--- config.mk ---
export PLATFORM = sky130hd
export DESIGN_NAME = art_timer_group
export DESIGN_NICKNAME = d
export VERILOG_FILES = /design/src/rtl/art_pkg.sv /design/src/rtl/art_timer_group.sv
export VERILOG_INCLUDE_DIRS = /design/src /design/src/rtl
export SDC_FILE = /design/constraint.sdc
export NUM_CORES = 1
export LEC_CHECK = 0
export BUFFER_PORTS_ARGS = -buffer_cell sky130_fd_sc_hd__buf_2
export CAP_MARGIN = 10
export CORE_MARGIN = 2
export CORE_UTILIZATION = 59
export DETAILED_ROUTE_END_ITERATION = 6
export GPL_TIMING_DRIVEN = 0
export PLACE_DENSITY_LB_ADDON = 0.12
export REMOVE_ABC_BUFFERS = 1
export SYNTH_ARGS = -nofsm -noshare
export SYNTH_HDL_FRONTEND = slang
export SYNTH_SLANG_ARGS = --single-unit
--- constraint.sdc ---
create_clock -name hclk -period 2.75 [get_ports hclk]
set_input_delay 0.275 -clock hclk [delete_from_list [all_inputs] [get_ports hclk]]
set_output_delay 0.275 -clock hclk [all_outputs]
set_load 0.01 [all_outputs]
--- src/rtl/art_map.svh ---
`ifndef ART_MAP_SVH
`define ART_MAP_SVH

// ****************************************
// register indices (byte address = 4 * index)
// ****************************************
`define ART_IDX_FIRST_CTL   8'h88
`define ART_IDX_READBACK    8'h89
`define ART_IDX_FIRST_LO    8'h8c
`define ART_IDX_FIRST_HI    8'h8d
`define ART_IDX_OPTION      8'h90
`define ART_IDX_THIRD_CTL   8'hc0
`define ART_IDX_SECOND_CTL  8'hc8
`define ART_IDX_SECOND_LO   8'hcc
`define ART_IDX_SECOND_HI   8'hcd
`define ART_IDX_THIRD_LO    8'hce
`define ART_IDX_THIRD_HI    8'hcf

// ****************************************
// field positions
// ****************************************
`define ART_FLAG_BIT        7
`define ART_CMP_BIT         6
`define ART_PS_HI           5
`define ART_PS_LO           4
`define ART_MODE_HI         3
`define ART_MODE_LO         2
`define ART_RUN_FIRST_BIT   2
`define ART_RUN_SECOND_BIT  1
`define ART_RUN_THIRD_BIT   1
`define ART_SRC_HI          1
`define ART_SRC_LO          0
`define ART_DOUBLE_BIT      4

// ****************************************
// values
// ****************************************
`define ART_RST_BYTE        8'h00
`define ART_RST_WORD        16'h0000
`define ART_CNT_MAX         16'hffff
`define ART_DIV8_MASK       8'h07
`define ART_DIV64_MASK      8'h3f
`define ART_DIV256_MASK     8'hff
`define ART_OSC_CODE_A      4'ha
`define ART_OSC_CODE_B      4'hd
`define ART_OSC_CODE_C      4'h3
`define ART_OSC_CODE_D      4'h6
`define ART_BAUD_DIV_NORM   5'h1f
`define ART_BAUD_DIV_DOUBLE 5'h0f
`define ART_HSIZE_WORD      3'h2

`endif

--- src/rtl/art_pkg.sv ---
package art_pkg;
  typedef enum logic {trig_wait, trig_count} art_trig_e;
  typedef logic [15:0] art_word_t;
  typedef logic [1:0]  art_psel_t;
endpackage

--- src/rtl/art_timer_group.sv ---
// Behaviour
// - first-timer clock source gated by option, power-down
// - hardware clears first flag on acknowledge
// - prescaler divides by 1, 8, 64, 256
// - first source: system, pin, low-speed oscillator
// - readback select picks count or reload
// - data writes go to load register
// - second timer counts, flags, reloads on rollover
// - high-byte write copies load into counter
// - second clock select: pin falling edge or system
// - setting run keeps counter contents
// - compare mode toggles second pin on overflow
// - baud mode reloads without raising flag
// - baud tick is overflow over 32 or 16
// - triggered mode waits edge, system clock only
// - running edge ignored or restarts per bit
// - third timer counts, flags, reloads on rollover
// - hardware clears second and third flags
// - first timer counts, flags, reloads on rollover
//
// Design decision made here: the AHB-Lite slave port.
`include "art_map.svh"
`timescale 1ns/1ns
module art_timer_group
  import art_pkg::*;
(
  input  wire logic        hclk,            // system clock, 20 MHz
  input  wire logic        hresetn,         // async reset, active low
  input  wire logic        hsel,            // slave select
  input  wire logic [31:0] haddr,           // byte address
  input  wire logic [1:0]  htrans,          // transfer type
  input  wire logic        hwrite,          // write when high
  input  wire logic [2:0]  hsize,           // transfer size
  input  wire logic [31:0] hwdata,          // write data
  input  wire logic        hready,          // bus ready
  output logic             hreadyout,       // slave ready
  output logic             hresp,           // always okay
  output logic [31:0]      hrdata,          // read data
  input  wire logic        power_down,      // cpu power-down mode
  input  wire logic        lowspeed_clk,    // low-speed oscillator
  input  wire logic        first_timer_pin, // first timer pin input
  input  wire logic        second_pin_in,   // second timer pin level
  output logic             second_pin_out,  // second timer pin drive
  output logic             second_pin_oe_n, // low while driving
  output logic             first_pullup_en, // pull-up for first pin
  output logic             second_pullup_en,// pull-up for second pin
  input  wire logic [2:0]  flag_ack,        // interrupt taken, per timer
  output logic [2:0]       timer_flag,      // overflow flags
  output logic             baud_tick        // serial bit-rate pulse
);

  // ****************************************
  // decode helpers
  // ****************************************
  function automatic logic pre_hit(input art_psel_t sel, input logic [7:0] c);
    logic [7:0] m;
    m = `ART_RST_BYTE;
    case (sel)
      2'h1:    m = `ART_DIV8_MASK;
      2'h2:    m = `ART_DIV64_MASK;
      2'h3:    m = `ART_DIV256_MASK;
      default: m = `ART_RST_BYTE;
    endcase
    return (c & m) == m;
  endfunction

  function automatic logic idx_hit(input logic [7:0] a, input logic [7:0] idx);
    return a == idx;
  endfunction

  // ****************************************
  // state
  // ****************************************
  logic        wph_q, rph_q, dmap_q;
  logic [7:0]  didx_q;
  logic [31:0] hrdata_q;
  art_word_t   cnt_q [3];
  art_word_t   load_q [3];
  logic [7:0]  pre_q [3];
  art_psel_t   ps_q [3];
  logic [2:0]  run_q, flag_q;
  logic [1:0]  src1_q, mode_q, rbs_q;
  logic        src2_q, cmp_q;
  logic [4:0]  opt_q;
  art_trig_e   trig_q, trig_d;
  logic [2:0]  p1_s_q, p2_s_q, ls_s_q;
  logic        pin_out_q, pin_oe_n_q, baud_tick_q;
  logic [4:0]  baud_div_q;

  // ****************************************
  // bus slave
  // ****************************************
  // reads take one wait cycle so a write just before is always visible
  wire addr_ok = hsel && htrans[1] && hready && hsize == `ART_HSIZE_WORD;
  wire map_ok  = haddr[31:10] == 22'h0 && haddr[1:0] == 2'h0;

  always_ff @(posedge hclk or negedge hresetn) begin
    if (!hresetn) begin
      wph_q  <= 1'b0;
      rph_q  <= 1'b0;
      dmap_q <= 1'b0;
      didx_q <= `ART_RST_BYTE;
    end else begin
      wph_q <= addr_ok && hwrite;
      rph_q <= addr_ok && !hwrite;
      if (addr_ok) begin
        dmap_q <= map_ok;
        didx_q <= haddr[9:2];
      end
    end
  end

  wire [7:0] wb = hwdata[7:0];
  // write strobes, valid in the data phase
  wire wr = wph_q && dmap_q;
  wire we_ctl1 = wr && idx_hit(didx_q, `ART_IDX_FIRST_CTL);
  wire we_rbs  = wr && idx_hit(didx_q, `ART_IDX_READBACK);
  wire we_opt  = wr && idx_hit(didx_q, `ART_IDX_OPTION);
  wire we_ctl2 = wr && idx_hit(didx_q, `ART_IDX_SECOND_CTL);
  wire we_ctl3 = wr && idx_hit(didx_q, `ART_IDX_THIRD_CTL);
  wire [2:0] lowr_w = {wr && idx_hit(didx_q, `ART_IDX_THIRD_LO),
                       wr && idx_hit(didx_q, `ART_IDX_SECOND_LO),
                       wr && idx_hit(didx_q, `ART_IDX_FIRST_LO)};
  wire [2:0] hiwr_w = {wr && idx_hit(didx_q, `ART_IDX_THIRD_HI),
                       wr && idx_hit(didx_q, `ART_IDX_SECOND_HI),
                       wr && idx_hit(didx_q, `ART_IDX_FIRST_HI)};
  wire [2:0] ctlwr_w = {we_ctl3, we_ctl2, we_ctl1};

  // read views: readback select per timer, second timer always shows count
  wire art_word_t view0 = rbs_q[0] ? load_q[0] : cnt_q[0];
  wire art_word_t view1 = cnt_q[1];
  wire art_word_t view2 = rbs_q[1] ? load_q[2] : cnt_q[2];
  wire [7:0] rd_ctl1 = {flag_q[0], 1'b0, ps_q[0], 1'b0, run_q[0], src1_q};
  wire [7:0] rd_ctl2 = {flag_q[1], cmp_q, ps_q[1], mode_q, run_q[1], src2_q};
  wire [7:0] rd_ctl3 = {flag_q[2], 1'b0, ps_q[2], 2'h0, run_q[2], 1'b0};
  wire [7:0] rd_byte =
    !dmap_q                                   ? `ART_RST_BYTE :
    idx_hit(didx_q, `ART_IDX_FIRST_CTL)       ? rd_ctl1 :
    idx_hit(didx_q, `ART_IDX_READBACK)        ? {6'h0, rbs_q} :
    idx_hit(didx_q, `ART_IDX_FIRST_LO)        ? view0[7:0] :
    idx_hit(didx_q, `ART_IDX_FIRST_HI)        ? view0[15:8] :
    idx_hit(didx_q, `ART_IDX_OPTION)          ? {3'h0, opt_q} :
    idx_hit(didx_q, `ART_IDX_THIRD_CTL)       ? rd_ctl3 :
    idx_hit(didx_q, `ART_IDX_SECOND_CTL)      ? rd_ctl2 :
    idx_hit(didx_q, `ART_IDX_SECOND_LO)       ? view1[7:0] :
    idx_hit(didx_q, `ART_IDX_SECOND_HI)       ? view1[15:8] :
    idx_hit(didx_q, `ART_IDX_THIRD_LO)        ? view2[7:0] :
    idx_hit(didx_q, `ART_IDX_THIRD_HI)        ? view2[15:8] : `ART_RST_BYTE;

  // read data captured during the wait cycle
  always_ff @(posedge hclk or negedge hresetn) begin
    if (!hresetn) begin
      hrdata_q <= 32'h0;
    end else if (rph_q) begin
      hrdata_q <= {24'h0, rd_byte};
    end
  end

  assign hreadyout = !rph_q;
  assign hresp     = 1'b0;
  assign hrdata    = hrdata_q;

  // ****************************************
  // control registers
  // ****************************************
  // triggered modes force the second clock select to the system clock
  always_ff @(posedge hclk or negedge hresetn) begin
    if (!hresetn) begin
      run_q  <= 3'h0;
      src1_q <= 2'h0;
      src2_q <= 1'b0;
      mode_q <= 2'h0;
      cmp_q  <= 1'b0;
      rbs_q  <= 2'h0;
      opt_q  <= 5'h0;
      ps_q   <= '{default: 2'h0};
    end else begin
      if (we_ctl1) begin
        ps_q[0]  <= wb[`ART_PS_HI:`ART_PS_LO];
        run_q[0] <= wb[`ART_RUN_FIRST_BIT];
        src1_q   <= wb[`ART_SRC_HI:`ART_SRC_LO];
      end
      if (we_ctl2) begin
        ps_q[1]  <= wb[`ART_PS_HI:`ART_PS_LO];
        run_q[1] <= wb[`ART_RUN_SECOND_BIT];
        mode_q   <= wb[`ART_MODE_HI:`ART_MODE_LO];
        cmp_q    <= wb[`ART_CMP_BIT];
        src2_q   <= wb[`ART_SRC_LO] && !wb[`ART_MODE_HI];
      end
      if (we_ctl3) begin
        ps_q[2]  <= wb[`ART_PS_HI:`ART_PS_LO];
        run_q[2] <= wb[`ART_RUN_THIRD_BIT];
      end
      if (we_rbs) rbs_q <= wb[1:0];
      if (we_opt) opt_q <= wb[4:0];
    end
  end

  // ****************************************
  // pin and oscillator synchronisers
  // ****************************************
  // stage 0 feeds only stage 1; pins start at their pulled-up idle level
  always_ff @(posedge hclk or negedge hresetn) begin
    if (!hresetn) begin
      p1_s_q <= 3'h7;
      p2_s_q <= 3'h7;
      ls_s_q <= 3'h0;
    end else begin
      p1_s_q <= {p1_s_q[1:0], first_timer_pin};
      p2_s_q <= {p2_s_q[1:0], second_pin_in};
      ls_s_q <= {ls_s_q[1:0], lowspeed_clk};
    end
  end

  wire p1_fall = p1_s_q[2] && !p1_s_q[1];
  wire p2_fall = p2_s_q[2] && !p2_s_q[1];
  wire p2_rise = !p2_s_q[2] && p2_s_q[1];
  wire ls_rise = !ls_s_q[2] && ls_s_q[1];

  // ****************************************
  // clock sources and modes
  // ****************************************
  wire opt_ok = opt_q[3:0] == `ART_OSC_CODE_A || opt_q[3:0] == `ART_OSC_CODE_B ||
                opt_q[3:0] == `ART_OSC_CODE_C || opt_q[3:0] == `ART_OSC_CODE_D;
  // system clock source stops in power-down; pin and oscillator keep going
  wire tick0 = src1_q == 2'h0 ? !power_down :
               src1_q == 2'h1 ? p1_fall :
               src1_q == 2'h2 ? (opt_ok && ls_rise) : 1'b0;
  wire trig_mode = mode_q[1];
  wire baud_mode = mode_q == 2'h1;
  wire cmp_mode  = mode_q == 2'h0 && cmp_q && !src2_q;
  wire tick1 = (src2_q && !trig_mode) ? p2_fall : !power_down;
  wire tick2 = !power_down;
  wire act_edge = mode_q[0] ? p2_fall : p2_rise;

  wire [2:0] tick_w = {tick2, tick1, tick0};
  wire [2:0] act_w;
  wire [2:0] inc_w, ovf_w, restart_w, set_en_w;
  assign act_w[0] = run_q[0];
  assign act_w[1] = run_q[1] && (!trig_mode || trig_q == trig_count);
  assign act_w[2] = run_q[2];
  // a running edge restarts only with the retrigger bit set
  assign restart_w[0] = 1'b0;
  assign restart_w[1] = trig_q == trig_count && run_q[1] && trig_mode &&
                        act_edge && cmp_q && !ovf_w[1];
  assign restart_w[2] = 1'b0;
  assign set_en_w = {1'b1, !baud_mode, 1'b1};

  // trigger sequencer for the second timer
  always_comb begin
    trig_d = trig_q;
    case (trig_q)
      trig_wait: begin
        if (run_q[1] && trig_mode && act_edge) trig_d = trig_count;
      end
      trig_count: begin
        if (!run_q[1] || !trig_mode || ovf_w[1]) trig_d = trig_wait;
      end
      default: trig_d = trig_wait;
    endcase
  end

  always_ff @(posedge hclk or negedge hresetn) begin
    if (!hresetn) trig_q <= trig_wait;
    else          trig_q <= trig_d;
  end

  // ****************************************
  // prescaler, counter, load and flag per timer
  // ****************************************
  generate
    for (genvar g = 0; g < 3; g++) begin : g_tmr
      assign inc_w[g] = tick_w[g] && act_w[g] && pre_hit(ps_q[g], pre_q[g]);
      assign ovf_w[g] = inc_w[g] && cnt_q[g] == `ART_CNT_MAX;

      // run does not load or clear the counter, only gates the prescaler and the count step
      always_ff @(posedge hclk or negedge hresetn) begin
        if (!hresetn) begin
          pre_q[g] <= `ART_RST_BYTE;
        end else if (restart_w[g]) begin
          pre_q[g] <= `ART_RST_BYTE;
        end else if (tick_w[g] && act_w[g]) begin
          pre_q[g] <= pre_q[g] + 8'h1;
        end
      end

      always_ff @(posedge hclk or negedge hresetn) begin
        if (!hresetn) begin
          cnt_q[g] <= `ART_RST_WORD;
        end else if (hiwr_w[g]) begin
          cnt_q[g] <= {wb, load_q[g][7:0]};
        end else if (restart_w[g] || ovf_w[g]) begin
          cnt_q[g] <= load_q[g];
        end else if (inc_w[g]) begin
          cnt_q[g] <= cnt_q[g] + 16'h1;
        end
      end

      always_ff @(posedge hclk or negedge hresetn) begin
        if (!hresetn) begin
          load_q[g] <= `ART_RST_WORD;
        end else begin
          if (lowr_w[g]) load_q[g][7:0]  <= wb;
          if (hiwr_w[g]) load_q[g][15:8] <= wb;
        end
      end

      // hardware set wins over both the software write and the acknowledge
      always_ff @(posedge hclk or negedge hresetn) begin
        if (!hresetn) begin
          flag_q[g] <= 1'b0;
        end else if (ovf_w[g] && set_en_w[g]) begin
          flag_q[g] <= 1'b1;
        end else if (ctlwr_w[g]) begin
          flag_q[g] <= wb[`ART_FLAG_BIT];
        end else if (flag_ack[g]) begin
          flag_q[g] <= 1'b0;
        end
      end
    end
  endgenerate

  // ****************************************
  // compare pin and baud tick
  // ****************************************
  // pin drive is registered so the enable never glitches on a mode write
  always_ff @(posedge hclk or negedge hresetn) begin
    if (!hresetn) begin
      pin_out_q  <= 1'b0;
      pin_oe_n_q <= 1'b1;
    end else begin
      pin_oe_n_q <= !cmp_mode;
      if (cmp_mode && ovf_w[1]) pin_out_q <= !pin_out_q;
    end
  end

  // serial port samples 16 times per bit; doubling halves the divider
  wire [4:0] baud_lim = opt_q[`ART_DOUBLE_BIT] ? `ART_BAUD_DIV_DOUBLE : `ART_BAUD_DIV_NORM;
  always_ff @(posedge hclk or negedge hresetn) begin
    if (!hresetn) begin
      baud_div_q  <= 5'h0;
      baud_tick_q <= 1'b0;
    end else begin
      baud_tick_q <= 1'b0;
      if (!baud_mode) begin
        baud_div_q <= 5'h0;
      end else if (ovf_w[1]) begin
        if (baud_div_q >= baud_lim) begin
          baud_div_q  <= 5'h0;
          baud_tick_q <= 1'b1;
        end else begin
          baud_div_q <= baud_div_q + 5'h1;
        end
      end
    end
  end

  assign second_pin_out   = pin_out_q;
  assign second_pin_oe_n  = pin_oe_n_q;
  assign first_pullup_en  = src1_q == 2'h1;
  assign second_pullup_en = src2_q;
  assign timer_flag       = flag_q;
  assign baud_tick        = baud_tick_q;

  // ****************************************
  // assertions
  // ****************************************
  a_first_reload: assert property (@(posedge hclk) disable iff (!hresetn)
    ovf_w[0] && !hiwr_w[0] |=> cnt_q[0] == $past(load_q[0]))
    else $error("first timer did not reload on rollover");
  a_flag_set: assert property (@(posedge hclk) disable iff (!hresetn)
    ovf_w[2] |=> flag_q[2])
    else $error("third flag not set on overflow");
  a_baud_noflag: assert property (@(posedge hclk) disable iff (!hresetn)
    baud_mode && ovf_w[1] && !flag_q[1] && !we_ctl2 |=> !flag_q[1])
    else $error("baud mode overflow raised the flag");
  a_high_copy: assert property (@(posedge hclk) disable iff (!hresetn)
    hiwr_w[1] |=> cnt_q[1] == load_q[1])
    else $error("high byte write did not copy load");
  a_pin_toggle: assert property (@(posedge hclk) disable iff (!hresetn)
    cmp_mode && ovf_w[1] |=> second_pin_out != $past(second_pin_out) && !second_pin_oe_n)
    else $error("compare overflow did not toggle pin");
  a_trig_hold: assert property (@(posedge hclk) disable iff (!hresetn)
    trig_mode && trig_q == trig_wait && !hiwr_w[1] |=> cnt_q[1] == $past(cnt_q[1]))
    else $error("triggered timer counted while waiting");
  a_src_invalid: assert property (@(posedge hclk) disable iff (!hresetn)
    src1_q == 2'h2 && !opt_ok |-> !inc_w[0])
    else $error("first timer ran from disabled oscillator");
  a_div8_step: assert property (@(posedge hclk) disable iff (!hresetn)
    inc_w[0] && ps_q[0] == 2'h1 |-> pre_q[0][2:0] == 3'h7)
    else $error("prescaler by 8 stepped at wrong phase");
  a_read_wait: assert property (@(posedge hclk) disable iff (!hresetn)
    addr_ok && !hwrite |=> !hreadyout ##1 hreadyout)
    else $error("read data phase not two cycles");
  a_retrig: assert property (@(posedge hclk) disable iff (!hresetn)
    restart_w[1] && !hiwr_w[1] |=> cnt_q[1] == $past(load_q[1]) && pre_q[1] == 8'h0)
    else $error("retrigger did not restart timer");

endmodule

==> results.md <==
- Via count: 8,168
- XOR/XNOR share of the synthesized area: 0.03108
- Initial antenna violation count: 0
- Crit start category: register
- Per-cell routed wire length: 20.16 um
- Total gr overflow: 0
- Ys Warns: 0
- Compound-Gate Fraction of Synth Area: 0.1477
- Hold Fails Final Rpt: 0
- Adder-cell share of the synthesized area: 0.009866
- EDFF count, synth: 0
- Slew headroom: 0.3413
- Synth area leaders: dfrtp_1 43%, mux2_2 6.9%, nand2_1 5.2%
- Sum Neg Setup Slack: 0 ps
- 1st-pass router iterations: 6
- Sequential fraction of the synthesis area: 0.4497
- Status: completed
- Post-Synthesis Cells: 1,002
- Critical Path AT: 2880 ps
- H-tree depth: 4
- Period minus WS final: 2563 ps
- Total global-route track usage: 0.2929
- Final setup fails: 0
- Mean Syn Cell Area: 10.13 um^2
- Port buffer count: 72
- Vias in the first global route: 7,522
- Count of non-filler cells in the finished layout: 1,287
- Core Region: 16,700 um^2
- Fmax: 390.2 MHz
- CTS Root Cell: clkbuf_16
- Skew-Pair Late Insertion Delay: 440 ps
- Dpl hpwl: 17.94 mm
- Crit-path slowest cell: dfrtp_2
- CP Class: reg2reg
- Simple-gate area share of the yosys netlist: 0.2029
- Critical Path Sink Type: register
- Initial Util: 0.6075
- Die extent in y: 135.1 um
- Tcrit/Tclk final: 0.9320
- Worst Max-Slew Pin Slew: 988.0 ps
- Fillers: 1,330
- Final WL: 25.95 mm
- MaxCap Viol Count: 0
- Post-Syn Area: 10,150 um^2
- Final nets: 1,143
- Area growth, synth to finish: 10.62%
- Vias/cell: 6.347
- Final Skew: 14.08 ps
- Flops & latches, synth: 182
- # DRC: 0
- First-pass GRT wire length: 41.37 mm
- Main combinational cell family by area after synthesis: simple AND/OR/NAND/NOR gates
- Unrepaired setup endpoints after global routing: no
- # IOs: 123
- CTS Buf Count: 17
- Leak: 4.976 nW
- Mux share of post-synthesis cell area: 0.1125
- Clock transition at path regs: 70 ps
- PD cells: 559.4 nW/um^2
- CP required: 3070 ps
- CTS Buffer Depth: 2
- Hold Path Class: in2reg
- Synth Flop Type: dfrtp_1
- Yosys top cell area share: 0.4316
- Largest net degree at the start of global routing: 121
- Area leader, netlist: dfrtp_1
- Max Slew Vio Count: 0
- Placed cells: 1,249
- Asr flop ratio synth: 1.000
- # rows: 47
- Sinks on the clock net: 182
- N_diodes: 0
- Layout cells sized above 1: 0.2202
- Peak supply drop: 0.4795 mV
- Worst-path maximum fanout: 31
- DIE AREA: 18,260 um^2
- Distinct cells, synth: 96
- GPL Wtd Cong: 0.9631
- CP Cell Sequence: and4b_1 > and3_2 > a21oi_1 > nor4_1 > a2111o_1
- Antenna-violating nets left: 0
- Critical path's largest stage delay: 710 ps
- CTS tree: done
- Initial DRC count: 734
- Horiz. Die Dim: 135.1 um
final cells by class:
| cell class | count | area, um^2 | share of cell area |
|---|---|---|---|
| clock buffer | 18 | 439.2 | 0.03913 |
| timing repair buffer | 81 | 483.0 | 0.04303 |
| sequential | 182 | 4568 | 0.4070 |
| tap | 220 | 275.3 | 0.02453 |
| inverter | 17 | 63.81 | 0.005686 |
| multi-input combinational | 755 | 5246 | 0.4674 |
| clock inverter | 14 | 147.6 | 0.01315 |
repair_timing:
| action | 4_1_cts | 5_1_grt |
|---|---|---|
| pin swaps | 1 | 0 |
| hold buffers | 5 | 0 |
| setup endpoints to repair | 36 | 20 |
| buffers inserted | 1 | 0 |
| endpoints found under the hold margin | 63 | 0 |
| resized for setup | 5 | 6 |
cell families (layout without fill, tap and decap cells):
family / after synthesis / after routing
compound gates: 217 / 217
xor+xnor: 36 / 36
fa+ha+maj: 8 / 8
buf+inv: 89 / 130
flops: 182 / 182
mux: 95 / 95
other cells: 1 / 25
simple gates: 374 / 374
cell usage after synthesis (all sizes together), types with 9 or more instances:
master	n
nor4	11
mux2i	24
xor2	16
mux4	9
a21oi	44
nand3	37
nor2b	10
and2	13
inv	16
buf	47
nand4	16
o21ai	49
and4	10
nor3	22
nand2	140
a31oi	20
o22a	10
mux2	62
nor2	42
and3	23
clkbuf	25
dfrtp	175
xnor2	20
flip-flops by register name, indices dropped and copies added, names as in the netlist, 5 cells and up:
register    cells
load_q         48
cnt_q          32
pre_q          24
view1          16
didx_q          8
hrdata          8
ps_q            6
baud_div_q      5
opt_q           5
layer usage:
metal	wire length, um	vias to the layer above	track usage
met1	11770	3984	0.4500
li1	-	3772	-
met3	2065	41	0.04415
met2	11600	371	0.4270
met5	0	-	0
met4	504	0	0.09722
path summary, 6_finish.rpt:
check	from	to	slack [ps]	cells past startpoint
max	didx_q[1]$_DFFE_PN0P_	cnt_q[45]$_DFFE_PN0P_	190	5
min	haddr[2]	didx_q[0]$_DFFE_PN0P_	70	2
max reg2reg	didx_q[1]$_DFFE_PN0P_	cnt_q[45]$_DFFE_PN0P_	190	5
min reg2reg	ls_s_q[0]$_DFF_PN0_	ls_s_q[1]$_DFF_PN0_	350	0
max in group asynchronous	hresetn	baud_div_q[3]$_DFFE_PN0P_	1430	3
min in group asynchronous	hresetn	pre_q[18]$_DFFE_PN0P_	350	2
cells in the final DEF, fill, tap and decap left out, types with 17 or more instances in the layout:
master	count
a21oi_1	43
clkbuf_16	17
mux2_2	62
and3_1	21
dfrtp_1	171
buf_2	71
a31oi_1	19
nor2_1	40
nand2_1	140
conb_1	25
o21ai_0	47
mux2i_1	24
nand3_1	34
xnor2_1	20
where the power goes:
part	switching, mW	internal (mW)
Combinational	0.415	0.319
Sequential	0.260	2.84
Clock	1.07	1.37
worst max-delay path: cells and delay by family, from the launching register on:
kind             cells  cell delay [ps]
AND/OR/NAND/NOR      3              800
AO/OA/AOI/OAI        2              920
flip-flops           1              710
stage by stage:
| stage | worst slack [ps] | hold WS (ps) | util | total power, mW | instance area, um^2 |
|---|---|---|---|---|---|
| after floorplan | 143.5 | -20.59 | - | 3.534 | 9834 |
| after global placement | -1476 | 333.8 | 0.6269 | 3.832 | 10470 |
| after detailed placement | -628.0 | 244.7 | 0.6309 | 3.868 | 10540 |
| after CTS | 93.39 | 57.86 | 0.6704 | 6.319 | 11200 |
| after global routing | 55.03 | 64.82 | 0.6720 | 6.531 | 11220 |
| final | 186.9 | 65.83 | 0.6720 | 6.278 | 11220 |
No activity file was read; power rests on OpenSTA's default activity.
